### src/dpdr_pkg.sv
// Purpose: Shared constants for the periodic data responder
// Assumes: Field widths and codes fixed by the periodic frame format
// Notes:   Register offsets are local choices on a plain register port
package dpdr_pkg;
	// Register offsets (8-bit address)
	localparam logic [7:0] ADDR_DIAG_CFG   = 8'h00;
	localparam logic [7:0] ADDR_SRC_CFG0   = 8'h04;
	localparam logic [7:0] ADDR_STATUS     = 8'h10;
	localparam logic [7:0] ADDR_DIAG_CMD   = 8'h14;
	localparam logic [7:0] ADDR_LOCK       = 8'h18;
	// Diag config fields
	localparam int DIAG_EN_BIT   = 0;
	localparam int FRAG_SIZE_BIT = 1;
	localparam int SUP_OFF_BIT   = 2;
	// Source config fields
	localparam int SRC_ID_LSB    = 0;
	localparam int SRC_FMT_LSB   = 4;
	localparam int SRC_DSEL_LSB  = 8;
	// Command framing
	localparam logic [5:0] CMD_BITS    = 6'h20;
	localparam logic [3:0] CMD_ENTER   = 4'hB;
	localparam logic [3:0] ADDR_GLOBAL = 4'h0;
	// Status codes
	localparam logic [3:0] STS_NORMAL   = 4'h0;
	localparam logic [3:0] STS_UNLOCKED = 4'h1;
	localparam logic [3:0] STS_SELFTEST = 4'h2;
	localparam logic [3:0] STS_OSC      = 4'h3;
	localparam logic [3:0] STS_PABS     = 4'h4;
	localparam logic [3:0] STS_TEMP     = 4'h5;
	localparam logic [3:0] STS_UOTP     = 4'h8;
	localparam logic [3:0] STS_URW      = 4'h9;
	localparam logic [3:0] STS_FOTP     = 4'hA;
	localparam logic [3:0] STS_TEST     = 4'hB;
	localparam logic [3:0] STS_SUPPLY   = 4'hC;
	localparam logic [15:0] DATA_ERR_CODE = 16'h8000;
	localparam logic [7:0]  CRC_POLY      = 8'h2F;
	localparam logic [7:0]  CRC_SEED      = 8'hFF;
	// Frame format encodings (field widths per format)
	localparam logic [2:0] FMT_FULL   = 3'h0; // id4 kac2 sts4 data16
	localparam logic [2:0] FMT_NOSTS  = 3'h1; // id4 kac2 data16
	localparam logic [2:0] FMT_DATA   = 3'h2; // data16 only
endpackage

### src/dpdr_top.sv
// Purpose: Slave logic for periodic data collection with background diag
// Assumes: Decoded commands arrive from the physical layer as bit counts
// Notes:   Response fields are assembled here, serialised elsewhere
//
// The register offsets and strobed register access were left to the implementer.
`timescale 1ns/1ps
module dpdr_top #(
	parameter int NUM_SRC   = 4,
	parameter int DATA_W    = 16
) (
	// Clock and reset
	input  wire logic                clk,
	input  wire logic                reset_n,
	// Register port
	input  wire logic [7:0]          reg_addr,
	input  wire logic [31:0]         reg_wdata,
	input  wire logic                reg_wr,
	input  wire logic                reg_rd,
	output logic      [31:0]         reg_rdata,
	// Received command from physical decoder
	input  wire logic                cmd_valid,
	input  wire logic [5:0]          cmd_len,
	input  wire logic [3:0]          cmd_bits,
	input  wire logic                cmd_crc_ok,
	input  wire logic [3:0]          phys_addr,
	// Source slot selection and measurements
	input  wire logic [1:0]          slot_src,
	input  wire logic [4*DATA_W-1:0] meas_bus,
	// Condition flags (already on clk domain)
	input  wire logic                user_unlocked,
	input  wire logic                selftest_incomplete,
	input  wire logic                selftest_running,
	input  wire logic                selftest_fault,
	input  wire logic                osc_error,
	input  wire logic                abs_pressure_over,
	input  wire logic                abs_pressure_under,
	input  wire logic                abs_pressure_disagree,
	input  wire logic                temp_error,
	input  wire logic                user_otp_error,
	input  wire logic                user_rw_error,
	input  wire logic                factory_otp_error,
	input  wire logic                test_active_flag,
	input  wire logic                supply_error,
	input  wire logic                supply_timer_done,
	// Response out
	output logic                     resp_valid,
	output logic [3:0]               resp_src_id,
	output logic [1:0]               resp_keep_alive,
	output logic [3:0]               resp_status,
	output logic [DATA_W-1:0]        resp_data,
	output logic [7:0]               resp_crc,
	output logic [2:0]               resp_format,
	output logic                     diag_cmd_valid,
	output logic [31:0]              diag_cmd,
	output logic                     periodic_collection_mode
);

	////////////////////////////////////////////////////////////////////
	typedef struct packed {
		logic                      lock;
		logic [2:0]                diag_cfg;
		logic [NUM_SRC-1:0][11:0]  src_cfg;
		logic [NUM_SRC-1:0][1:0]   keep_alive_count;
		logic [31:0]               asm_cmd;
		logic [5:0]                asm_cnt;
		logic [31:0]               rdata;
		logic                      rvalid;
		logic [3:0]                rsrc;
		logic [1:0]                rkac;
		logic [3:0]                rsts;
		logic [DATA_W-1:0]         rdat;
		logic [7:0]                rcrc;
		logic [2:0]                rfmt;
		logic                      dvalid;
		logic [31:0]               dcmd;
	} dpdr_state_s;

	dpdr_state_s state_r;
	dpdr_state_s state_nxt;

	////////////////////////////////////////////////////////////////////
	// CRC over a 26-bit frame image, MSB first
	function automatic logic [7:0] dpdr_crc(input logic [25:0] msg);
		logic [7:0] c;
		c = dpdr_pkg::CRC_SEED;
		for (int i = 25; i >= 0; i--) begin
			if (c[7] ^ msg[i]) begin
				c = {c[6:0], 1'b0} ^ dpdr_pkg::CRC_POLY;
			end else begin
				c = {c[6:0], 1'b0};
			end
		end
		return c;
	endfunction

	////////////////////////////////////////////////////////////////////
	logic [3:0]        sts_code;
	logic              hard_err;
	logic              soft_err;
	logic              diag_en;
	logic              frag4;
	logic [5:0]        frag_len;
	logic [11:0]       cur_cfg;
	logic [2:0]        cur_fmt;
	logic [DATA_W-1:0] cur_meas;
	logic [31:0]       asm_next;
	logic [25:0]       crc_img;
	logic              respond;
	logic              is_bcast;
	logic              is_frag;

	// Priority chain: earlier branch has the smaller priority number
	always_comb begin
		sts_code = dpdr_pkg::STS_NORMAL;
		hard_err = 1'b0;
		if (supply_error && !state_r.diag_cfg[dpdr_pkg::SUP_OFF_BIT]) begin
			sts_code = dpdr_pkg::STS_SUPPLY;
			hard_err = 1'b1;
		end else if (test_active_flag) begin
			sts_code = dpdr_pkg::STS_TEST;
			hard_err = 1'b1;
		end else if (factory_otp_error) begin
			sts_code = dpdr_pkg::STS_FOTP;
			hard_err = 1'b1;
		end else if (user_rw_error) begin
			sts_code = dpdr_pkg::STS_URW;
			hard_err = 1'b1;
		end else if (user_otp_error) begin
			sts_code = dpdr_pkg::STS_UOTP;
			hard_err = 1'b1;
		end else if (temp_error) begin
			sts_code = dpdr_pkg::STS_TEMP;
		end else if (abs_pressure_over || abs_pressure_under
				|| abs_pressure_disagree) begin
			sts_code = dpdr_pkg::STS_PABS;
		end else if (osc_error) begin
			sts_code = dpdr_pkg::STS_OSC;
		end else if (selftest_incomplete || selftest_running
				|| selftest_fault) begin
			sts_code = dpdr_pkg::STS_SELFTEST;
		end else if (user_unlocked) begin
			sts_code = dpdr_pkg::STS_UNLOCKED;
		end
		soft_err = (sts_code != dpdr_pkg::STS_NORMAL) && !hard_err;
	end

	////////////////////////////////////////////////////////////////////
	always_comb begin
		state_nxt = state_r;
		state_nxt.rvalid = 1'b0;
		state_nxt.dvalid = 1'b0;
		diag_en  = state_r.lock && state_r.diag_cfg[dpdr_pkg::DIAG_EN_BIT];
		frag4    = state_r.diag_cfg[dpdr_pkg::FRAG_SIZE_BIT];
		frag_len = frag4 ? 6'h04 : 6'h02;
		cur_cfg  = state_r.src_cfg[slot_src];
		cur_fmt  = cur_cfg[dpdr_pkg::SRC_FMT_LSB +: 3];
		cur_meas = meas_bus[cur_cfg[dpdr_pkg::SRC_DSEL_LSB +: 2]*DATA_W
			+: DATA_W];
		// Any value of the single bit is a broadcast read, unchecked
		is_bcast = cmd_valid && (cmd_len == 6'h01);
		is_frag  = cmd_valid && diag_en && (cmd_len == frag_len);
		respond  = state_r.lock && (diag_en ? (is_bcast || is_frag)
			: is_bcast);
		asm_next = state_r.asm_cmd;
		if (frag4) begin
			asm_next = {state_r.asm_cmd[27:0], cmd_bits};
		end else begin
			asm_next = {state_r.asm_cmd[29:0], cmd_bits[1:0]};
		end
		crc_img = 26'h0;

		// Enter-periodic command in command mode; lock clears only on reset
		if (cmd_valid && !state_r.lock && cmd_len == dpdr_pkg::CMD_BITS
				&& cmd_crc_ok && cmd_bits == dpdr_pkg::CMD_ENTER
				&& (phys_addr == dpdr_pkg::ADDR_GLOBAL
				|| phys_addr == state_r.asm_cmd[3:0])) begin
			state_nxt.lock = 1'b1;
		end

		// Fragment reassembly
		if (cmd_valid && diag_en) begin
			if (is_frag) begin
				state_nxt.asm_cmd = asm_next;
				if (state_r.asm_cnt + frag_len >= dpdr_pkg::CMD_BITS) begin
					state_nxt.asm_cnt = 6'h00;
					// Only the completing fragment's cmd_crc_ok is checked
					if (cmd_crc_ok) begin
						state_nxt.dvalid = 1'b1;
						state_nxt.dcmd   = asm_next;
					end
				end else begin
					state_nxt.asm_cnt = state_r.asm_cnt + frag_len;
				end
			end else begin
				state_nxt.asm_cnt = 6'h00;
				state_nxt.asm_cmd = 32'h0;
			end
		end

		// Supply error holds off response until the monitor timer ends
		if (respond && !(sts_code == dpdr_pkg::STS_SUPPLY
				&& !supply_timer_done)) begin
			state_nxt.rvalid = 1'b1;
			state_nxt.rfmt   = cur_fmt;
			state_nxt.rsrc   = cur_cfg[dpdr_pkg::SRC_ID_LSB +: 4];
			state_nxt.rkac   = state_r.keep_alive_count[slot_src];
			state_nxt.keep_alive_count[slot_src] = state_r.keep_alive_count[slot_src] + 2'h1;
			state_nxt.rsts   = (cur_fmt == dpdr_pkg::FMT_FULL)
				? sts_code : 4'h0;
			if (hard_err || (soft_err && cur_fmt != dpdr_pkg::FMT_FULL)) begin
				state_nxt.rdat = dpdr_pkg::DATA_ERR_CODE[DATA_W-1:0];
			end else begin
				state_nxt.rdat = cur_meas;
			end
			crc_img = {state_nxt.rsrc, state_nxt.rkac, state_nxt.rsts,
				state_nxt.rdat[15:0]};
			state_nxt.rcrc = dpdr_crc(crc_img);
		end

		// Register port
		state_nxt.rdata = 32'h0;
		if (reg_wr) begin
			case (reg_addr)
				dpdr_pkg::ADDR_DIAG_CFG: begin
					state_nxt.diag_cfg = reg_wdata[2:0];
				end
				default: begin
					for (int i = 0; i < NUM_SRC; i++) begin
						if (reg_addr == dpdr_pkg::ADDR_SRC_CFG0
								+ 8'(4*i) && !state_r.lock) begin
							state_nxt.src_cfg[i] = reg_wdata[11:0];
						end
					end
				end
			endcase
		end
		if (reg_rd) begin
			case (reg_addr)
				dpdr_pkg::ADDR_DIAG_CFG: begin
					state_nxt.rdata = {29'h0, state_r.diag_cfg};
				end
				dpdr_pkg::ADDR_STATUS: begin
					state_nxt.rdata = {26'h0, state_r.asm_cnt};
					state_nxt.rdata[11:8] = sts_code;
				end
				dpdr_pkg::ADDR_DIAG_CMD: begin
					state_nxt.rdata = state_r.dcmd;
				end
				dpdr_pkg::ADDR_LOCK: begin
					state_nxt.rdata = {31'h0, state_r.lock};
				end
				default: begin
					for (int i = 0; i < NUM_SRC; i++) begin
						if (reg_addr == dpdr_pkg::ADDR_SRC_CFG0 + 8'(4*i)) begin
							state_nxt.rdata = {20'h0, state_r.src_cfg[i]};
						end
					end
				end
			endcase
		end
	end

	////////////////////////////////////////////////////////////////////
	always_ff @(posedge clk) begin
		if (!reset_n) begin
			state_r <= '0;
		end else begin
			state_r <= state_nxt;
		end
	end

	assign reg_rdata                = state_r.rdata;
	assign resp_valid               = state_r.rvalid;
	assign resp_src_id              = state_r.rsrc;
	assign resp_keep_alive          = state_r.rkac;
	assign resp_status              = state_r.rsts;
	assign resp_data                = state_r.rdat;
	assign resp_crc                 = state_r.rcrc;
	assign resp_format              = state_r.rfmt;
	assign diag_cmd_valid           = state_r.dvalid;
	assign diag_cmd                 = state_r.dcmd;
	assign periodic_collection_mode = state_r.lock;

endmodule // dpdr_top

### config.mk
export PLATFORM = sky130hd
export DESIGN_NAME = dpdr_top
export DESIGN_NICKNAME = d
export VERILOG_FILES = /design/src/dpdr_pkg.sv /design/src/dpdr_top.sv
export SDC_FILE = /design/constraint.sdc
export NUM_CORES = 1
export LEC_CHECK = 0
export BUFFER_PORTS_ARGS = -buffer_cell sky130_fd_sc_hd__buf_2
export CAP_MARGIN = 10
export CORE_MARGIN = 2
export CORE_UTILIZATION = 54
export CTS_BUF_LIST = sky130_fd_sc_hd__clkbuf_16
export DETAILED_ROUTE_END_ITERATION = 6
export PLACE_DENSITY = 0.91
export SETUP_SLACK_MARGIN = 0.02
export SYNTH_ARGS = -nofsm -noshare
export SYNTH_HDL_FRONTEND = slang
export SYNTH_SLANG_ARGS = --single-unit
### constraint.sdc
create_clock -name clk -period 4.6 [get_ports clk]
set_clock_uncertainty 0.2 [all_clocks]
set_input_delay 0.23 -clock clk [delete_from_list [all_inputs] [get_ports clk]]
set_output_delay 0.23 -clock clk [all_outputs]
set_load 0.01 [all_outputs]
Word level (Yosys, flattened, before mapping):

Index checks and enable logic that the tools add are counted.
W data, S select, Z words.

* bits in registers: 199
* input port bits: 141
* word-level logic and storage cells: 223

* add/sub/neg operators: 2
* magnitude comparators: 3
* eq/ne operators: 12
* shift operators: 1
* muxes and demuxes: 87
* bitwise gates (word level): 51
* reductions and logical operators: 45

Operators by type and width (number)
* $mux W8: 25
* $mux W6: 27
* $pmux W32 S4: 1
* $not A5 Y5: 25
* $mux W32: 3
* $shiftx A64 B7 Y16: 1
* $mux W38: 1
* $mux W36: 1
* $mux W33: 1
* $mux W16: 2
* $xor A1 B1 Y1: 25
* $bmux W12 S2: 1
* $eq A8 B5 Y1 const B: 3
* $mux W4: 6
* $logic_and A1 B1 Y1: 20
* $eq A8 B4 Y1 const B: 2
* $mux W12: 1
* $reduce_and A3 Y1: 4
* $mux W10: 1
* $mux W3: 3
* $bwmux W8: 1
* $eq A4 B4 Y1 const B: 2
* $eq A8 B3 Y1 const B: 1
* $logic_not A8 Y1: 1
* 22 further kinds: 43

Longest topological paths before layout:

Gate-level depths: netlist of run 1.

* depth in word-level cells: 91
* depth in mapped cells: 15
* mapped depth without buffers: 11

Least setup slack after synthesis of run 1:

OpenSTA, ideal clock, no wires.

* path type: input-to-reg
* start: input slot_src[1]
* end: register state_r (netlist bit resp_crc[0])
* library setup time: 122 ps
* arrival: 3540 ps
* required time: 4278 ps
* setup slack: 738 ps
* cell stages on the path: 12
* buffers on the path: 2
* cell sequence: buf_6 > mux4_2 > buf_6 > mux4_2 > xor3_1 > xnor3_1 > nand2_1 > xnor3_2 > xnor2_1 > xnor2_2 > nor4_1 > a311o_1

* longest elaborated chain between the ends: 61

RTL lines
* start: declaration: RTL line dpdr_top.sv:27 `input wire logic [1:0] slot_src,`
* $bmux W12 S2: RTL line dpdr_top.sv:155 `cur_cfg = state_r.src_cfg[slot_src];`
* $mux W10 (not written as such): RTL line dpdr_top.sv:155
* $xor A1 B1 Y1: RTL line dpdr_top.sv:87 `if (c[7] ^ msg[i]) begin`
* $mux W6: RTL line dpdr_top.sv:87
* $mux W8: RTL line dpdr_top.sv:201 `if (respond && !(sts_code == dpdr_pkg::STS_SUPPLY`
* $not A5 Y5 (no line)
* $mux W6: RTL line dpdr_top.sv:87
* $mux W8: RTL line dpdr_top.sv:201
* [43 not listed]
* $mux W8: RTL line dpdr_top.sv:201
* $mux W6: RTL line dpdr_top.sv:87
* $mux W8: RTL line dpdr_top.sv:201
* $not A5 Y5 (no line)
* $mux W6: RTL line dpdr_top.sv:87
* $mux W8 (3 in a row): RTL line dpdr_top.sv:201
* $xor A1 B1 Y1 *: RTL line dpdr_top.sv:87
* $mux W6 *: RTL line dpdr_top.sv:87
* end signal: assignment: RTL line dpdr_top.sv:268 `state_r <= state_nxt;`
* end: declaration: RTL line dpdr_top.sv:78 `dpdr_state_s state_r;`

Mark *: on every way between the ends. The rest lies on a longest branch, timed or not. The select of a mux whose other input is x is not followed.
A chain may end at the register's enable or synchronous reset.

Worst setup path after layout of run 1:

* start: register state_r[169] in the netlist's numbering
* end: register state_r (netlist bit resp_crc[0])

* longest elaborated chain between the ends: 42

RTL lines
* $bmux W12 S2 *: RTL line dpdr_top.sv:155
* $mux W10 (not written as such) *: RTL line dpdr_top.sv:155
* $shiftx A64 B7 Y16 *: RTL line dpdr_top.sv:157 `cur_meas = meas_bus[cur_cfg[dpdr_pkg::SRC_DSEL_LSB +: 2]*DATA_W`
* $mux W16 *: RTL line dpdr_top.sv:210 `if (hard_err || (soft_err && cur_fmt != dpdr_pkg::FMT_FULL)) begin`
* $mux W16 *: RTL line dpdr_top.sv:201
* $xor A1 B1 Y1: RTL line dpdr_top.sv:87
* $mux W6: RTL line dpdr_top.sv:87
* $mux W8: RTL line dpdr_top.sv:201
* [24 not listed]
* $mux W8: RTL line dpdr_top.sv:201
* $mux W6: RTL line dpdr_top.sv:87
* $mux W8: RTL line dpdr_top.sv:201
* $not A5 Y5 (no line)
* $mux W6: RTL line dpdr_top.sv:87
* $mux W8 (3 in a row): RTL line dpdr_top.sv:201
* $xor A1 B1 Y1 *: RTL line dpdr_top.sv:87
* $mux W6 *: RTL line dpdr_top.sv:87

Marked as above.

==> results.sh, run 1 <==
export IMPL_io_buffers=224
export IMPL_fmaxAchievable_mhz=236
export IMPL_cts_setup_buffers=0
export IMPL_slew_viol_final=0
export IMPL_rsz0062_at_grt="false"
export IMPL_peakVddDrop_v=0.000253
export IMPL_status="finished clean"
export IMPL_setup_viol=0
export IMPL_synth_edf_count=0
export IMPL_worst_path_max_delay_cell="mux4_2"
export IMPL_clock_power_share_pct=42.8
export IMPL_grt_max_degree=103
export IMPL_clock_path_buffers=2
export IMPL_cts_tree="yes"
export IMPL_startpoint="state_r[169]"
export IMPL_routed_wl_microns=26900
export IMPL_ys_seq_area_share_pct=38.1
export IMPL_grt_pass1_wl_microns=42200
export IMPL_dpl_hpwl_microns=19000
export IMPL_power_internal_mw=2.72
export IMPL_crit_required_ns=4.72
export IMPL_clkSinkCount=195
export IMPL_power_leakage_nw=4.71
export IMPL_dr_first_iter_drc_count=796
export IMPL_fin_nets=1375
export IMPL_p_comb_share_pct=10.9
export IMPL_grt_usage_pct=26.3
export IMPL_rr_worst_depth=12
export IMPL_final_area_sq_um=11600
export IMPL_io_pins=245
export IMPL_clkTransAtPathRegs_ns=0.08
export IMPL_p_sw_share_pct=25.3
export IMPL_clock_latency_ns=0.44
export IMPL_hold_viol=0
export IMPL_min_delay_path_class="in -> reg"
export IMPL_critPathKind="reg -> reg"
export IMPL_synth_ff_type="dfxtp_1"
export IMPL_netSwitchingPower_uw=922
export IMPL_cp_start_kind="register"
export IMPL_grt_pass1_vias=8323
export IMPL_antenna_left=0
export IMPL_cp_max_fo=19
export IMPL_place_area_sq_um=10800
export IMPL_die_w_microns=142
export IMPL_finalCritPeriodShare_pct=92.2
export IMPL_synth_cell_type_count=59
export IMPL_max_slew_margin_rel_pct=31.4
export IMPL_min_delay_path_depth=4
export IMPL_die_area_sq_um=20100
export IMPL_crit_chain="mux4_2, buf_4, mux2i_1, mux2i_2, xor2_2, xnor3_1, nand2_1, xnor3_1, xnor2_4, xnor2_2, nor4_1, a311o_1"
export IMPL_worst_r2r_setup_slack_ns=0.36
export IMPL_cts_buffers=17
export IMPL_core_sq_um=18600
export IMPL_netlist_area_sq_um=10200
export IMPL_final_cell_mix="buf_2 (224), dfxtp_1 (195), nand2_1 (149)"
export IMPL_overflow=0
export IMPL_synth_avg_cell_area_sq_um=9.16
export IMPL_total_power_mw=3.64
export IMPL_seqPwrFrac_pct=46.3
export IMPL_end_kind="register"
export IMPL_cpMostUsedCell="xnor3_1"
export IMPL_r2r_end="resp_crc[0]"
export IMPL_htreeDepth=4
export IMPL_wl_per_cell_microns=18.2
export IMPL_vias=8545
export IMPL_worstReg2RegStart="state_r[169]"
export IMPL_start_util_pct=54.9
export IMPL_post_synth_top_area_cell="dfxtp_1"
export IMPL_syn_nets=1261
export IMPL_ys_warn_count=0
export IMPL_first_pass_iters=6
export IMPL_drive_above_1_share_pct=28.3
export IMPL_powerDensity_nw_per_um2=315
export IMPL_avgViaCountPerCell=5.78
export IMPL_hp_start="cmd_bits[3]"
export IMPL_critical_path_max_stage_delay_ns=0.62
export IMPL_syn_to_final_growth_pct=13.0
export IMPL_synth_cells=1117
export IMPL_final_common_cell="buf_2"
export IMPL_drc=0
export IMPL_post_route_min_period_ns=4.24
export IMPL_rows=50
export IMPL_antenna_found_initial=2
export IMPL_utilization_pct=62.0
export IMPL_synth_top_cell_area_share_pct=38.1
export IMPL_tns_ns=0
export IMPL_cts_root_buf="clkbuf_16"
export IMPL_gp_congestion=0.876
export IMPL_synth_seq_cells=195
export IMPL_endpoint="resp_crc[0]"
export IMPL_async_flop_share_pct=0
export IMPL_die_h_microns=142
export IMPL_yosys_top_cells_area="dfxtp_1 (38%), buf_4 (7.6%), mux2i_1 (6.0%), nand2_1 (5.5%), xnor2_1 (4.6%)"
export IMPL_crit_arrival_ns=4.36
export IMPL_worst_pin_slew_ns=1.03
export IMPL_maxCapViolCount=0
## kinds of logic after synthesis
| group | synth area share, % |
|---|---|
| adder cells (fa/ha/maj) | 0.440 |
| XOR/XNOR | 10.0 |
| AO/OA/AOI/OAI | 10.5 |
| flip-flops | 38.1 |
| multiplexers | 14.5 |
| buffers and inverters | 10.8 |
| AND/OR/NAND/NOR | 15.6 |
## routing by layer
layer	track usage, %	vias to the layer above	routed length, microns
met5	0	-	11
met4	12.7	2	911
met3	5.37	78	1760
met2	43.7	396	13400
met1	32.8	4094	10800
li1	-	3975	-
## worst min path at each step
stage	to	slack (ns)
4_1_cts	periodic_collection_mode	0.0001
3_3_place_gp	resp_data[14]	0.24
2_1_floorplan	diag_cmd_valid	0.15
5_1_grt	state_r[112]	0.02
6_report	state_r[112]	0.01
3_5_place_dp	resp_data[9]	0.24
## critical path, delay by kind of cell (launching register included)
family	cells	cell delay (ns)
muxes	3	1.16
and+or+nand+nor	2	0.18
buffers and inverters	1	0.30
DFF	1	0.33
xor gates and xnor gates	5	1.60
AOI/OAI and AO/OA	1	0.35
## sequential cells by signal, summed over array words and instances (netlist names)
name and count:
diag_cmd 32, diag_cmd_valid 1, frag4 1, periodic_collection_mode 1, reg_rdata 32, resp_crc 8
resp_data 16, resp_format 3, resp_keep_alive 2, resp_src_id 4, resp_status 4, resp_valid 1
state_r 90
## stage by stage
stage	hold slack [ns]	worst slack (ns)	std cells
after floorplan	0.152	0.738	1117
after global placement	0.236	0.277	1428
after detailed placement	0.241	0.206	1428
after CTS	0.000148	0.378	1478
after global routing	0.0187	0.210	1479
final	0.0102	0.357	1479
## synth_stat cells, drive strengths merged, types with 10 or more instances
master / count
a22oi: 46
and2: 23
clkbuf: 57
mux2: 35
buf: 112
o21ai: 10
nand2: 149
xnor2: 59
nand3: 31
xor2: 22
dfxtp: 195
mux4: 18
xnor3: 10
nor3: 14
nor2: 107
mux2i: 66
a21oi: 93
## what timing repair did
item,CTS,global route
endpoints found under the hold margin,58,0
endpoints found under the setup margin,0,0
hold buffers,18,0
gates resized for setup,0,0
## layout make-up
type,count,area (sq um)
fillers,1513,7080
multi-input cells,748,5260
flip-flops and latches,195,3900
repair buffers,264,1470
clock buffers,17,425
well taps,234,293
clock inverters,15,190
inverters,5,21.3
diodes,1,2.50
## power groups by stage
stage	combinational (mW)	clock, mW	sequential [mW]
final	0.397	1.56	1.69
after detailed placement	0.379	0	1.73
after CTS	0.392	1.58	1.69
after floorplan	0.275	0	1.73
after global placement	0.370	0	1.73
after global routing	0.425	1.63	1.69
Power figures use the tool's default switching activity.
==> run 2: changes to the inputs <==
==> constraint.sdc (replaced) <==
create_clock -name clk -period 4.6 [get_ports clk]
set_clock_uncertainty 0.2 [all_clocks]
set_input_delay 1.38 -clock clk [delete_from_list [all_inputs] [get_ports clk]]
set_output_delay 1.38 -clock clk [all_outputs]
set_load 0.01 [all_outputs]
==> run 2 against run 1 <==
Effect of this change: register-to-register slack improved by 0.40 ns; via count increased by 2.2%; largest power group unchanged; critical endpoint unchanged; global-route usage shrank 0.21 points; critical path type is now in -> reg; critical path depth stayed put.
==> results.sh, run 2 (same netlist as run 1, synthesis figures left out) <==
export IMPL_final_cell_mix="buf_2 (222), dfxtp_1 (195), nand2_1 (148)"
export IMPL_grt_use_met1_pct=31.2
export IMPL_htreeDepth=4
export IMPL_die_h_microns=142
export IMPL_nFillCells=1385
export IMPL_grt_usage_pct=26.1
export IMPL_rows=50
export IMPL_min_delay_path_class="reg -> reg"
export IMPL_antenna_found_initial=0
export IMPL_worst_pin_slew_ns=0.635
export IMPL_cts_root_buf="clkbuf_16"
export IMPL_grt_pass1_wl_microns=41600
export IMPL_die_area_sq_um=20100
export IMPL_io_pins=245
export IMPL_overflow=0
export IMPL_hold_viol=0
export IMPL_syn_to_final_growth_pct=18.6
export IMPL_vias=8733
export IMPL_clkTransAtPathRegs_ns=0.07
export IMPL_post_route_min_period_ns=4.56
export IMPL_crit_arrival_ns=4.68
export IMPL_clock_path_buffers=2
export IMPL_wl_per_cell_microns=17.7
export IMPL_dr_first_iter_drc_count=872
export IMPL_first_pass_iters=7
export IMPL_io_buffers=224
export IMPL_crit_required_ns=4.72
export IMPL_drive_above_1_share_pct=34.9
export IMPL_critPathKind="in -> reg"
export IMPL_grt_max_degree=57
export IMPL_peakVddDrop_v=0.000270
export IMPL_maxCapViolCount=0
export IMPL_antenna_left=0
export IMPL_largest_reg_flops=90
export IMPL_grt_pass1_vias=8433
export IMPL_final_common_cell="buf_2"
export IMPL_powerDensity_nw_per_um2=297
export IMPL_finalCritPeriodShare_pct=99.2
export IMPL_clock_latency_ns=0.43
export IMPL_regMostFlops="state_r"
export IMPL_met2_usage_pct=44.8
export IMPL_cp_max_fo=4
export IMPL_max_slew_margin_rel_pct=57.5
export IMPL_cts_buffers=17
export IMPL_rsz0062_at_grt="true"
export IMPL_fmaxAchievable_mhz=219
export IMPL_gp_congestion=0.866
export IMPL_setup_viol=0
export IMPL_clkSinkCount=195
export IMPL_top_usage_layer="met2"
export IMPL_fin_nets=1440
export IMPL_core_sq_um=18600
export IMPL_end_kind="register"
export IMPL_routed_wl_microns=27300
export IMPL_dpl_hpwl_microns=19400
export IMPL_use_met3_pct=6.51
export IMPL_total_power_mw=3.61
export IMPL_utilization_pct=65.1
export IMPL_start_util_pct=54.9
export IMPL_cp_start_kind="input port"
export IMPL_slew_viol_final=0
export IMPL_avgViaCountPerCell=5.66
export IMPL_cts_tree="yes"
export IMPL_status="finished clean"
export IMPL_drc=0
export IMPL_power_leakage_nw=5.09
export IMPL_die_w_microns=142
export IMPL_n_antenna_cell=0
==> run 2: what timing repair did <==
action / 4_1_cts / 5_1_grt
endpoints found under the hold margin: 0 / 0
pin swaps: 1 / 17
setup endpoints to repair: 6 / 7
hold buffers: 0 / 0
resized for setup: 2 / 23
buffers inserted: 2 / 11
==> run 2: routing by layer <==
layer / share of wire [%] / vias up
met3: 7.0 / 77
met4: 3.3 / 0
met5: 0 / -
met2: 50 / 395
met1: 39 / 4179
li1: - / 4082
==> run 2: cell type report <==
class | count | area (sq um) | share of cell area (%)
clock inverter | 14 | 129 | 1.06
sequential | 195 | 3900 | 32.2
tap | 234 | 293 | 2.41
inverter | 5 | 21.3 | 0.175
clock buffer | 17 | 425 | 3.51
multi-input combinational | 748 | 5410 | 44.6
timing repair buffer | 329 | 1950 | 16.1
==> run 2: final timing paths <==
kind / startpoint / to / slack, ns / depth (start not counted)
min: resp_data[13] / resp_data[13] / 0.25 / 2
max reg2reg: state_r[157] / resp_crc[0] / 0.76 / 11
max: slot_src[1] / resp_crc[0] / 0.04 / 12
min reg2reg: resp_data[13] / resp_data[13] / 0.25 / 2
==> run 2: report_power, final <==
group / internal, mW / switching [mW]
Combinational: 0.258 / 0.220
Sequential: 1.69 / 0.000425
Clock: 0.752 / 0.691
Total: 2.70 / 0.912
==> run 2: worst max-delay path: stages <==
cell     delay [ns]
buf_8          0.08
mux4_2         0.60
buf_6          0.19
mux4_2         0.47
xor3_1         0.45
xnor3_1        0.25
nand2_2        0.08
xnor3_2        0.38
xnor2_2        0.17
xnor2_2        0.17
and3_1         0.15
a311o_1        0.30
==> run 2: per-stage QoR <==
step | hold slack, ns | std cells | TNS, ns | instance area, sq um | setup slack (ns)
6_report | 0.248 | 1542 | 0 | 12100 | 0.0370
5_1_grt | 0.270 | 1542 | -0.148 | 12100 | -0.0617
4_1_cts | 0.252 | 1531 | 0 | 11900 | 0.0262
3_5_place_dp | 0.241 | 1498 | -3.46 | 11300 | -0.517
3_3_place_gp | 0.238 | 1498 | -2.77 | 11300 | -0.431
2_1_floorplan | 0.232 | 1117 | -0.533 | 10300 | -0.190
